--- config.mk ---
export PLATFORM = sky130hd
export DESIGN_NAME = sci_top
export DESIGN_NICKNAME = d
export VERILOG_FILES = /design/src/sci_pkg.sv /design/src/sci_sync_edge.sv /design/src/sci_top.sv
export SDC_FILE = /design/constraint.sdc
export NUM_CORES = 1
export LEC_CHECK = 0
export BUFFER_PORTS_ARGS = -buffer_cell sky130_fd_sc_hd__buf_2
export CELL_PAD_IN_SITES_DETAIL_PLACEMENT = 0
export CELL_PAD_IN_SITES_GLOBAL_PLACEMENT = 1
export CORE_UTILIZATION = 49
export CTS_CLUSTER_SIZE = 16
export DETAILED_ROUTE_END_ITERATION = 12
export PLACE_DENSITY_LB_ADDON = 0.25
export SLEW_MARGIN = 20
export SYNTH_ARGS = -nofsm -noshare
export SYNTH_HDL_FRONTEND = slang
export SYNTH_SLANG_ARGS = --single-unit
--- constraint.sdc ---
create_clock -name clk_i -period 26 [get_ports clk_i]
set_clock_uncertainty 0.2 [all_clocks]
set_input_delay 2.6 -clock clk_i [delete_from_list [all_inputs] [get_ports clk_i]]
set_output_delay 2.6 -clock clk_i [all_outputs]
set_load 0.005 [all_outputs]
--- src/sci_pkg.sv ---
package sci_pkg;
   localparam int unsigned GPIO_W = 28;
   localparam int unsigned NMATCH = 4;
   localparam int unsigned WDOG_IDX = 3;
   localparam int unsigned NPER = 6;
   localparam int unsigned NSRC = 8;
   localparam int unsigned SRC_TMR = 0;
   localparam int unsigned SRC_GPIO = 1;
   localparam int unsigned SRC_PER = 2;
   localparam int unsigned NUNIT = 4;

   // Register byte addresses
   localparam logic [7:0] A_COUNT = 8'h00;
   localparam logic [7:0] A_MATCH0 = 8'h04;
   localparam logic [7:0] A_MATCH_STEP = 8'h04;
   localparam logic [7:0] A_TMR_STAT = 8'h14;
   localparam logic [7:0] A_TMR_CLR = 8'h18;
   localparam logic [7:0] A_TMR_EN = 8'h1c;
   localparam logic [7:0] A_WDOG_EN = 8'h20;
   localparam logic [7:0] A_GPIO_LEVEL = 8'h24;
   localparam logic [7:0] A_GPIO_OUT = 8'h28;
   localparam logic [7:0] A_GPIO_DIR = 8'h2c;
   localparam logic [7:0] A_GPIO_RISE = 8'h30;
   localparam logic [7:0] A_GPIO_FALL = 8'h34;
   localparam logic [7:0] A_GPIO_STAT = 8'h38;
   localparam logic [7:0] A_GPIO_CLR = 8'h3c;
   localparam logic [7:0] A_GPIO_EN = 8'h40;
   localparam logic [7:0] A_GPIO_ALT = 8'h44;
   localparam logic [7:0] A_INT_PEND = 8'h48;
   localparam logic [7:0] A_INT_LEVEL = 8'h4c;
   localparam logic [7:0] A_INT_MASK = 8'h50;
   localparam logic [7:0] A_RST_CAUSE = 8'h54;
   localparam logic [7:0] A_RST_SOFT = 8'h58;
   localparam logic [7:0] A_PWR_CTRL = 8'h5c;

   // Field positions
   localparam int unsigned WDOG_EN_BIT = 0;
   localparam int unsigned SOFT_RST_BIT = 0;
   localparam int unsigned PWR_IDLE_BIT = 0;
   localparam int unsigned PWR_SLEEP_BIT = 1;
   localparam int unsigned PWR_OSC_BIT = 2;
   localparam int unsigned PWR_MODE_LSB = 4;

   // Reset cause values, one hot
   localparam logic [3:0] RC_HARD = 4'h1;
   localparam logic [3:0] RC_SOFT = 4'h2;
   localparam logic [3:0] RC_WDOG = 4'h4;
   localparam logic [3:0] RC_SLEEP = 4'h8;

   // Timing
   localparam int unsigned CLK_MHZ = 125;
   localparam int unsigned WAKE_FAST_MS = 10;
   localparam int unsigned WAKE_SLOW_MS = 160;
   localparam int unsigned WAKE_FAST_CYC = WAKE_FAST_MS * CLK_MHZ * 1000;
   localparam int unsigned WAKE_SLOW_CYC = WAKE_SLOW_MS * CLK_MHZ * 1000;

   typedef enum logic [2:0] {
      PWR_NORMAL = 3'b000,
      PWR_IDLE = 3'b001,
      PWR_SR_WAIT = 3'b010,
      PWR_SLEEP = 3'b011,
      PWR_WAKE = 3'b100
   } sci_pwr_t;
endpackage : sci_pkg

--- src/sci_sync_edge.sv ---
module sci_sync_edge #(
   parameter int unsigned W = 8
) (
   input wire logic clk_i,
   input wire logic reset_i,
   input wire logic ce_i,
   input wire logic [W-1:0] d_i,
   output logic [W-1:0] level_o,
   output logic [W-1:0] rise_o,
   output logic [W-1:0] fall_o
);
   import sci_pkg::*;

   typedef struct packed {
      logic [W-1:0] s1;
      logic [W-1:0] s2;
      logic [W-1:0] s3;
   } sci_sync_t;

   sci_sync_t st_ff;
   sci_sync_t nxt_st;

   // First stage feeds only the second
   always_comb begin
      nxt_st.s1 = d_i;
      nxt_st.s2 = st_ff.s1;
      nxt_st.s3 = st_ff.s2;
   end

   always_ff @(posedge clk_i or posedge reset_i) begin
      if (reset_i) begin
         st_ff <= '0;
      end else if (ce_i) begin
         st_ff <= nxt_st;
      end
   end

   assign level_o = st_ff.s2;
   assign rise_o = st_ff.s2 & ~st_ff.s3;
   assign fall_o = ~st_ff.s2 & st_ff.s3;
endmodule : sci_sync_edge

--- src/sci_top.sv ---
// Implementation choices: strobed register access and the address map.
module sci_top #(
   parameter int unsigned WAKE_FAST = sci_pkg::WAKE_FAST_CYC,
   parameter int unsigned WAKE_SLOW = sci_pkg::WAKE_SLOW_CYC
) (
   input wire logic clk_i,
   input wire logic reset_i,
   input wire logic ce_i,
   input wire logic [7:0] reg_addr_i,
   input wire logic [31:0] reg_wdata_i,
   input wire logic reg_wr_i,
   input wire logic reg_rd_i,
   output logic [31:0] reg_rdata_o,
   input wire logic osc_tick_i,
   input wire logic [sci_pkg::GPIO_W-1:0] gpio_in_i,
   output logic [sci_pkg::GPIO_W-1:0] gpio_out_o,
   output logic [sci_pkg::GPIO_W-1:0] gpio_oe_o,
   output logic [sci_pkg::GPIO_W-1:0] gpio_alt_o,
   input wire logic [sci_pkg::NPER-1:0] periph_irq_i,
   input wire logic [sci_pkg::NUNIT-1:0] unit_busy_i,
   input wire logic dram_sr_ack_i,
   output logic fast_interrupt_request_o,
   output logic normal_interrupt_request_o,
   output logic int_o,
   output logic cpu_clk_en_o,
   output logic [sci_pkg::NUNIT-1:0] unit_clk_en_o,
   output logic dram_sr_req_o,
   output logic sleep_o,
   output logic sys_reset_o
);
   import sci_pkg::*;

   localparam int unsigned SW = GPIO_W + 2;
   localparam int unsigned OSC_IDX = GPIO_W;
   localparam int unsigned ACK_IDX = GPIO_W + 1;

   typedef struct packed {
      logic [31:0] count;
      logic [NMATCH-1:0][31:0] match;
      logic [NMATCH-1:0] tstat;
      logic [NMATCH-1:0] ten;
      logic wden;
      logic [GPIO_W-1:0] gout;
      logic [GPIO_W-1:0] gdir;
      logic [GPIO_W-1:0] grise;
      logic [GPIO_W-1:0] gfall;
      logic [GPIO_W-1:0] gstat;
      logic [GPIO_W-1:0] gen;
      logic [GPIO_W-1:0] galt;
      logic [GPIO_W-1:0] goe;
      logic [NSRC-1:0] ilevel;
      logic [NSRC-1:0] imask;
      logic [3:0] cause;
      sci_pwr_t mode;
      logic oscsel;
      logic [31:0] wcnt;
      logic srreq;
      logic sleep;
      logic cpuen;
      logic [NUNIT-1:0] uclk;
      logic fast_interrupt_request;
      logic irq;
      logic intr;
      logic sysrst;
      logic [31:0] rdata;
   } sci_state_t;

   sci_state_t st_ff;
   sci_state_t nxt_st;

   logic [SW-1:0] s_lvl;
   logic [SW-1:0] s_rise;
   logic [SW-1:0] s_fall;
   logic tick;
   logic [NMATCH-1:0] mhit;
   logic [NMATCH-1:0] msel;
   logic [NMATCH-1:0] tclr;
   logic [GPIO_W-1:0] gset;
   logic [GPIO_W-1:0] gclr;
   logic [NSRC-1:0] pend;
   logic [NSRC-1:0] pend_en;
   logic req_idle;
   logic req_sleep;
   logic soft_rst;
   logic do_rst;
   logic [3:0] rcause;
   logic [31:0] rd;

   function automatic logic [NMATCH-1:0] match_sel(input logic [7:0] a);
      logic [NMATCH-1:0] s;
      s = '0;
      for (int i = 0; i < NMATCH; i++) begin
         if (a == A_MATCH0 + A_MATCH_STEP * 8'(i)) begin
            s[i] = 1'b1;
         end
      end
      return s;
   endfunction : match_sel

   // Set beats a clear arriving in the same cycle
   function automatic logic [31:0] sticky(input logic [31:0] old,
                                          input logic [31:0] clr,
                                          input logic [31:0] set);
      return (old & ~clr) | set;
   endfunction : sticky

   // Oscillator tick, pins and DRAM ack all come from outside
   sci_sync_edge #(
      .W(SW)
   ) u_sync (
      .clk_i(clk_i),
      .reset_i(reset_i),
      .ce_i(ce_i),
      .d_i({dram_sr_ack_i, osc_tick_i, gpio_in_i}),
      .level_o(s_lvl),
      .rise_o(s_rise),
      .fall_o(s_fall)
   );

   always_comb begin
      nxt_st = st_ff;
      nxt_st.sysrst = 1'b0;
      tclr = '0;
      gclr = '0;
      req_idle = 1'b0;
      req_sleep = 1'b0;
      soft_rst = 1'b0;
      do_rst = 1'b0;
      rcause = RC_HARD;
      rd = '0;
      msel = match_sel(reg_addr_i);

      tick = s_rise[OSC_IDX] &&
             (st_ff.mode == PWR_NORMAL || st_ff.mode == PWR_IDLE);
      if (tick) begin
         nxt_st.count = st_ff.count + 32'h1;
      end
      for (int i = 0; i < NMATCH; i++) begin
         mhit[i] = tick && (st_ff.count + 32'h1 == st_ff.match[i]);
      end

      gset = ((s_rise[GPIO_W-1:0] & st_ff.grise) |
              (s_fall[GPIO_W-1:0] & st_ff.gfall)) & ~st_ff.galt;

      if (reg_wr_i) begin
         case (reg_addr_i)
            A_COUNT: nxt_st.count = reg_wdata_i;
            A_TMR_CLR: tclr = reg_wdata_i[NMATCH-1:0];
            A_TMR_EN: nxt_st.ten = reg_wdata_i[NMATCH-1:0];
            // Only a reset disarms it, so runaway code cannot
            A_WDOG_EN: begin
               if (reg_wdata_i[WDOG_EN_BIT]) begin
                  nxt_st.wden = 1'b1;
               end
            end
            A_GPIO_OUT: nxt_st.gout = reg_wdata_i[GPIO_W-1:0];
            A_GPIO_DIR: nxt_st.gdir = reg_wdata_i[GPIO_W-1:0];
            A_GPIO_RISE: nxt_st.grise = reg_wdata_i[GPIO_W-1:0];
            A_GPIO_FALL: nxt_st.gfall = reg_wdata_i[GPIO_W-1:0];
            A_GPIO_CLR: gclr = reg_wdata_i[GPIO_W-1:0];
            A_GPIO_EN: nxt_st.gen = reg_wdata_i[GPIO_W-1:0];
            A_GPIO_ALT: nxt_st.galt = reg_wdata_i[GPIO_W-1:0];
            A_INT_LEVEL: nxt_st.ilevel = reg_wdata_i[NSRC-1:0];
            A_INT_MASK: nxt_st.imask = reg_wdata_i[NSRC-1:0];
            A_RST_SOFT: soft_rst = reg_wdata_i[SOFT_RST_BIT];
            A_PWR_CTRL: begin
               nxt_st.oscsel = reg_wdata_i[PWR_OSC_BIT];
               req_idle = reg_wdata_i[PWR_IDLE_BIT];
               req_sleep = reg_wdata_i[PWR_SLEEP_BIT];
            end
            default: ;
         endcase
         for (int i = 0; i < NMATCH; i++) begin
            if (msel[i]) begin
               nxt_st.match[i] = reg_wdata_i;
            end
         end
      end

      nxt_st.tstat = NMATCH'(sticky(32'(st_ff.tstat), 32'(tclr),
                                    32'(mhit)));
      nxt_st.gstat = GPIO_W'(sticky(32'(st_ff.gstat), 32'(gclr),
                                    32'(gset)));

      pend = '0;
      pend[SRC_TMR] = |(st_ff.tstat & st_ff.ten);
      pend[SRC_GPIO] = |(st_ff.gstat & st_ff.gen);
      pend[SRC_PER +: NPER] = periph_irq_i;
      pend_en = pend & st_ff.imask;

      // fast has its own line to preempt
      nxt_st.fast_interrupt_request = |(pend_en & st_ff.ilevel);
      nxt_st.irq = |(pend_en & ~st_ff.ilevel);
      nxt_st.intr = |pend_en;

      // normal, idle, sleep plus transit states
      unique case (st_ff.mode)
         PWR_NORMAL: begin
            if (req_sleep) begin
               nxt_st.mode = PWR_SR_WAIT;
            end else if (req_idle) begin
               nxt_st.mode = PWR_IDLE;
            end
         end
         PWR_IDLE: begin
            if (|pend_en) begin
               nxt_st.mode = PWR_NORMAL;
            end
         end
         PWR_SR_WAIT: begin
            if (s_lvl[ACK_IDX]) begin
               nxt_st.mode = PWR_SLEEP;
            end
         end
         PWR_SLEEP: begin
            if (|pend_en) begin
               nxt_st.mode = PWR_WAKE;
               nxt_st.wcnt = st_ff.oscsel ? WAKE_FAST - 1 :
                                            WAKE_SLOW - 1;
            end
         end
         PWR_WAKE: begin
            if (st_ff.wcnt == 32'h0) begin
               do_rst = 1'b1;
               rcause = RC_SLEEP;
            end else begin
               nxt_st.wcnt = st_ff.wcnt - 32'h1;
            end
         end
         default: nxt_st.mode = PWR_NORMAL;
      endcase

      nxt_st.cpuen = nxt_st.mode == PWR_NORMAL;
      nxt_st.uclk = (nxt_st.mode == PWR_NORMAL ||
                     nxt_st.mode == PWR_IDLE) ? unit_busy_i : '0;
      // hold self-refresh until reset on wake
      nxt_st.srreq = nxt_st.mode == PWR_SR_WAIT ||
                     nxt_st.mode == PWR_SLEEP ||
                     nxt_st.mode == PWR_WAKE;
      nxt_st.sleep = nxt_st.mode == PWR_SLEEP;
      // Pins lent to an alternate function are driven by that unit
      nxt_st.goe = nxt_st.gdir & ~nxt_st.galt;

      if (reg_rd_i) begin
         case (reg_addr_i)
            A_COUNT: rd = st_ff.count;
            A_TMR_STAT: rd = 32'(st_ff.tstat);
            A_TMR_EN: rd = 32'(st_ff.ten);
            A_WDOG_EN: rd = 32'(st_ff.wden);
            A_GPIO_LEVEL: rd = 32'(s_lvl[GPIO_W-1:0]);
            A_GPIO_OUT: rd = 32'(st_ff.gout);
            A_GPIO_DIR: rd = 32'(st_ff.gdir);
            A_GPIO_RISE: rd = 32'(st_ff.grise);
            A_GPIO_FALL: rd = 32'(st_ff.gfall);
            A_GPIO_STAT: rd = 32'(st_ff.gstat);
            A_GPIO_EN: rd = 32'(st_ff.gen);
            A_GPIO_ALT: rd = 32'(st_ff.galt);
            A_INT_PEND: rd = 32'(pend);
            A_INT_LEVEL: rd = 32'(st_ff.ilevel);
            A_INT_MASK: rd = 32'(st_ff.imask);
            A_RST_CAUSE: rd = 32'(st_ff.cause);
            A_PWR_CTRL: begin
               rd[PWR_OSC_BIT] = st_ff.oscsel;
               rd[PWR_MODE_LSB +: 3] = st_ff.mode;
            end
            default: rd = '0;
         endcase
         for (int i = 0; i < NMATCH; i++) begin
            if (msel[i]) begin
               rd = st_ff.match[i];
            end
         end
      end
      nxt_st.rdata = rd;

      if (st_ff.wden && mhit[WDOG_IDX]) begin
         do_rst = 1'b1;
         rcause = RC_WDOG;
      end
      if (soft_rst) begin
         do_rst = 1'b1;
         rcause = RC_SOFT;
      end
      // internal reset, all state cleared to zero except cause, which records the source, and sysrst, which is set
      if (do_rst) begin
         nxt_st = '0;
         nxt_st.cause = rcause;
         nxt_st.sysrst = 1'b1;
      end
   end

   always_ff @(posedge clk_i or posedge reset_i) begin
      if (reset_i) begin
         st_ff <= '0;
         st_ff.cause <= RC_HARD;
      end else if (ce_i) begin
         st_ff <= nxt_st;
      end
   end

   assign reg_rdata_o = st_ff.rdata;
   assign gpio_out_o = st_ff.gout;
   assign gpio_oe_o = st_ff.goe;
   assign gpio_alt_o = st_ff.galt;
   assign fast_interrupt_request_o = st_ff.fast_interrupt_request;
   assign normal_interrupt_request_o = st_ff.irq;
   assign int_o = st_ff.intr;
   assign cpu_clk_en_o = st_ff.cpuen;
   assign unit_clk_en_o = st_ff.uclk;
   assign dram_sr_req_o = st_ff.srreq;
   assign sleep_o = st_ff.sleep;
   assign sys_reset_o = st_ff.sysrst;
endmodule : sci_top

-- After elaboration in Yosys (flattened, before gate mapping)
Cells that the tools add are included.
- bits in registers: 581
- latch bits: 0
- RAM bits: 0
- ROM bits: 0
- bits of input ports: 85
- word-level logic and storage cells: 213
- memories: 0
- add/subtract/negate cells: 2
- multiply operators: 0
- div/mod/pow operators: 0
- $lt $le $gt $ge: 0
- eq/ne operators: 37
- shift-type cells: 0
- muxes and demuxes: 67
- bitwise logic cells: 23
- reduce and logical (&&, ||, !) cells: 50
- operator list (cell ; number):
    $mux W492 ; 1
    $mux W32 ; 13
    $pmux W25 S12 ; 1
    $mux W28 ; 8
    $and A28 B28 Y28 ; 7
    $mux W160 ; 1
    $eq A32 B32 Y1 ; 4
    $mux W117 ; 1
    $not A28 Y28 ; 4
    $eq A8 B6 Y1 const B ; 8
    $eq A8 B7 Y1 const B ; 8
    $pmux W32 S2 ; 1
    $mux W56 ; 1
    $or A28 B28 Y28 ; 2
    $pmux W3 S13 ; 1
    $reduce_and A3 Y1 ; 12
    $add A32 B1 Y32 const B ; 1
    $eq A8 B5 Y1 const B ; 4
    $logic_not A32 Y1 ; 1
    $mux W4 ; 8
    $pmux W2 S16 ; 1
    $sub A32 B1 Y32 const B ; 1
    $reduce_bool A2 Y1 ; 15
    $and A29 B29 Y29 ; 1
    30 further kinds ; 74

-- Longest topological paths before layout
- depth in word-level cells: 10
- depth in mapped cells: 16

-- Modules after synthesis
From an unflattened synthesis, not the netlist that was laid out.
- cells, all modules: 3098
- area total of the unflattened synthesis: 32052.0 µm²
- modules (own cells, without submodules) (module ; times used ; cells each ; area each (µm²)):
    sci_top ; 1 ; 2817 ; 27652.8
    sci_sync_edge ; 1 ; 281 ; 4399.2

-- Least setup slack after synthesis
OpenSTA, ideal clock, no wires.
- kind: input to register
- from: input reg_addr_i[2]
- to: register st_ff[51] (netlist bit)
- arrival: 4.655 ns
- data required time: 25.678 ns
- slack: 21.023 ns
- cell stages on the path: 11
- buffers on the path: 3
- cells stage by stage: nor3_1 > nand2_1 > nor3_1 > a21o_1 > buf_4 > buf_4 > nor2_1 > clkbuf_1 > o21ai_0 > o211ai_1 > a32o_1
- cells in the longest elaborated chain, start to end: 6
- elaborated cells between the ends (all ways): 9
- classes of those cells: 3 x eq/ne; 4 x mux; 2 x reduce/logical
- ends and longest elaborated chain (element ; RTL line ; text):
    from (decl) ; sci_top.sv:9 ; input wire logic [7:0] reg_addr_i,
    $eq A8 B7 Y1 * ; sci_top.sv:146 ; case (reg_addr_i)
    $mux W1 * ; sci_top.sv:146 ;
    $mux W1 * ; sci_top.sv:145 ; if (reg_wr_i) begin
    $mux W1 * ; sci_top.sv:280 ; if (soft_rst) begin
    $ne A3 B3 Y1 (no line) or $reduce_bool A3 Y1 (tied branches) ; n/a ;
    $reduce_and A4 Y1 (no line) ; n/a ;
    to (signal assigned) ; sci_top.sv:297 ; st_ff <= nxt_st;
    to (decl) ; sci_top.sv:68 ; sci_state_t st_ff;
Every way passes the cells marked *; elsewhere a longest branch is shown, timed or not.
A chain may end at the register's enable or synchronous reset.

-- Worst setup path after layout
- from: register st_ff[460] (netlist bit)
- to: register st_ff[259] (netlist bit)
- cells in the longest elaborated chain, start to end: 8
- elaborated cells between the ends (all ways): 10
- classes of those cells: 1 x add/sub; 1 x eq/ne; 3 x mux; 5 x reduce/logical
- ends and longest elaborated chain (element ; RTL line ; text):
    $add A32 B1 Y32 * ; sci_top.sv:139 ; mhit[i] = tick && (st_ff.count + 32'h1 == st_ff.match[i]);
    $eq A32 B32 Y1 * ; sci_top.sv:139 ;
    $logic_and A1 B1 Y1 * ; sci_top.sv:139 ;
    $logic_and A1 B1 Y1 * ; sci_top.sv:276 ; if (st_ff.wden && mhit[WDOG_IDX]) begin
    $mux W1 * ; sci_top.sv:276 ;
    $mux W1 * ; sci_top.sv:280 ;
    $reduce_bool A2 Y1 (no line) ; n/a ;
    $reduce_and A3 Y1 (no line) ; n/a ;
Marked as above.

==> metrics.md <==
| Metric | Value |
|---|---|
| Outcome | finished clean |
| Worst path slowest cell | nor4b_1 |
| Power per cell area | between 60 and 70 nW/um^2 |
| CTS Buf Count | 66 |
| Syn_nets | between 3000 and 4000 |
| Die width | 257 um |
| Async S/R FF share, synth | 100% |
| Placed Cells | ~3800 |
| Dpl hpwl | about 86000 um |
| Worst-margin pin slew | approximately 1.1 ns |
| Mapped Cells | ~3100 |
| Iteration-0 DRC Markers | 3443 |
| Critical Path Fanout Max | 38 |
| Top_reg_cell synth | dfrtp_1 |
| Post-CTS Setup Bufs | 0 |
| Setup tns final | 0 ns |
| Max frequency | 160 MHz |
| Hold Crit Class | flip-flop to flip-flop |
| Met2 Track Usage GR | between 50 and 60% |
| Core area | 64300 um^2 |
| Synth area leader | dfrtp_1 |
| Fin. Hold Viols | 0 |
| Filler instances | approximately 5700 |
| Post-route ant nets | 0 |
| Post-CTS Resized | 0 |
| Most common cell after layout, fill and taps aside | dfrtp_1 |
| Peak supply drop | around 0.061 mV |
| Port Buffer Count | roughly 210 |
| Setup CP Type | flip-flop to flip-flop |
| Worst Path Arrival | 6.56 ns |
| Yosys cell types | a little under 90 |
| Dpl cell area | between 30000 and 40000 um^2 |
| Cts hold-fix bufs | 0 |
| CP Capture Type | flip-flop |
| ANT cells | 0 |
| Worst path max stage delay | between 0.8 and 0.9 ns |
| Slew Limit Headroom | 25.3% |
| Gr usage total | a little under two fifths |
| WHS Endpoint | reg_rdata_o[0] |
| Warnings from Yosys | 0 |
| Layout cell share with drive strength beyond 1 | roughly 18% |
| Hold Worst Slack | around 0.28 ns |
| Via count | 27700 |
| Clock latency on the worst-skew pair | slightly above 0.6 ns |
| WL/cell | about 32 um |
| # H-tree levels | 3 |
| Worst R2R Path Depth | 12 |
| Initial antenna violation count | 1 |
| RePlAce Congestion | 0.990 |
| Hold_sp | reg_rdata_o[0] |
| Reg2Reg Setup Slack | just under 20 ns |
| R2R Path Start | st_ff[460] |
| Clock Pin Slew Worst Setup and Hold Paths | about 0.060 ns |
| Die height | ~260 um |
| Tmin final | between 6 and 7 ns |
| Final Cell Area | ~35000 um^2 |
| Grt met3 use | 7.99% |
| Seq cells post-synth | between 500 and 600 |
| Syn_area_per_cell | about 10 um^2 |
| Period utilization | between 20% and 30% |
| Most Crowded Layer GR | met2 |
| Top-area cell type share of the netlist area | a little under half |
| Slew Limit Fails | 0 |
| Initial Utilization | between 40% and 50% |
| Static leakage | around 15 nW |
| CTS tree | yes |
| Pin count of the biggest net entering global routing | 174 |
| Final Setup Violations | 0 |
| CTS sink cnt | 581 |
| Hold Path Stages | 1 |
| Delay-heaviest family, CP | simple AND/OR/NAND/NOR gates |
| Nets@finish | roughly 3100 |
| IO Count | approximately 210 |
| Final cell count without fillers | 3884 |
| Routed WL | around 130000 um |
| Dominant cells by area after synthesis | dfrtp_1, a22o_1, mux2_2, buf_4, o2bb2ai_1 |
| CP required | 26.30 ns |
| Vias in the first global route | around 27000 |
| CTS Buffer Depth | 3 |
| Cell chain of the critical path | ha_1, nand3_2, nor4_1, xnor2_1, xnor2_1, nor4b_1, and4b_1, and4_4, buf_4, nor4b_4, buf_4, a22o_1 |
| Vias per Instance | roughly 7.1 |
| CTS root buf | clkbuf_16 |
| Crit path buf inv count | 2 |
| Post-synthesis sequential area ratio | a little under half |
| First-pass GRT wire length | around 190000 um |
| GRT met1 Usage | 54.3% |
| Row cnt | 93 |
| P&R area growth vs syn | 8.64% |
| Most frequent cells in the layout | dfrtp_1, a22o_1, buf_2, nand2_1, nor2_1 |
| EDFF count, synth | 0 |
| Max_cap viols | 0 |
| DRC violation count after routing | 0 |
| Reg2Reg Capture Point | st_ff[259] |
| RSZ-0062 raised after global routing | false |
| CP Launch Type | flip-flop |
| Die area | around 66000 um^2 |
| Synth Cell Area | 31800 um^2 |
| GR Overflow Total | 0 |
| TritonRoute pass-1 iters | 6 |
-- metrics by stage --
stage	util (%)	power [mW]	setup WS (ns)
after global routing	53.7	2.41	19.64
after detailed placement	50.2	1.36	19.63
after floorplan	-	1.24	6.95
final	53.7	2.34	19.74
after global placement	50.2	1.36	19.73
after CTS	53.7	2.34	19.85
-- Yosys cell counts (75+ instances only) --
cell type,instances
a21oi_1,106
a221oi_1,75
a22o_1,351
buf_4,130
clkbuf_1,191
dfrtp_1,580
mux2_2,88
nand2_1,185
nor2_1,131
o2bb2ai_1,111
xnor2_1,85
-- where the power goes --
part	internal, mW	switching [mW]
Sequential	0.962	0.0775
Clock	0.578	0.401
Combinational	0.120	0.198
-- logic make-up (layout without fill, tap and decap cells) --
| family | count (synthesis) | after routing | share of synthesized area [%] |
|---|---|---|---|
| DFF | 581 | 581 | 45.7 |
| muxes | 91 | 91 | 3.21 |
| adders and majority gates | 2 | 2 | 0.0787 |
| xor gates and xnor gates | 142 | 142 | 4.00 |
| AOI/OAI and AO/OA | 1084 | 1084 | 27.2 |
| and+or+nand+nor | 722 | 722 | 12.6 |
| buffers and inverters | 431 | 407 | 7.20 |
-- flip-flops by register name, indices dropped and copies added (netlist names), 4 cells and up --
register,flops
gpio_oe_o,28
reg_rdata_o,32
gpio_out_o,28
unit_clk_en_o,4
gpio_alt_o,28
u_sync.level_o,30
u_sync.nxt_st,30
u_sync.st_ff,29
st_ff,365
-- routing by layer --
metal	share of wire, %	routed length, um
met1	42	52700
met2	43	53900
met3	11	13200
met4	4.2	5250
met5	0.010	13
-- worst max-delay path by stage --
stage | slack [ns] | cells after the start | end | start
floorplan | 6.95 | 1 | cpu_clk_en_o | reset_i
global placement | 19.73 | 5 | u_sync.level_o[16] | reset_i
detailed placement | 19.63 | 9 | st_ff[250] | reg_wr_i
CTS | 19.85 | 12 | st_ff[250] | st_ff[460]
global route | 19.64 | 12 | st_ff[250] | st_ff[460]
finish | 19.74 | 12 | st_ff[259] | st_ff[460]
-- area by class of cell --
cell class | count | area [um^2] | area share [%]
Clock buffer | 91 | 1920 | 5.55
Timing Repair Buffer | 268 | 1520 | 4.40
Inverter | 23 | 96.3 | 0.279
Clock inverter | 25 | 332 | 0.960
Multi-Input combinational cell | 2041 | 15100 | 43.6
Sequential cell | 581 | 14500 | 42.1
Tap cell | 855 | 1070 | 3.10
No activity file was read; power rests on OpenSTA's default activity.
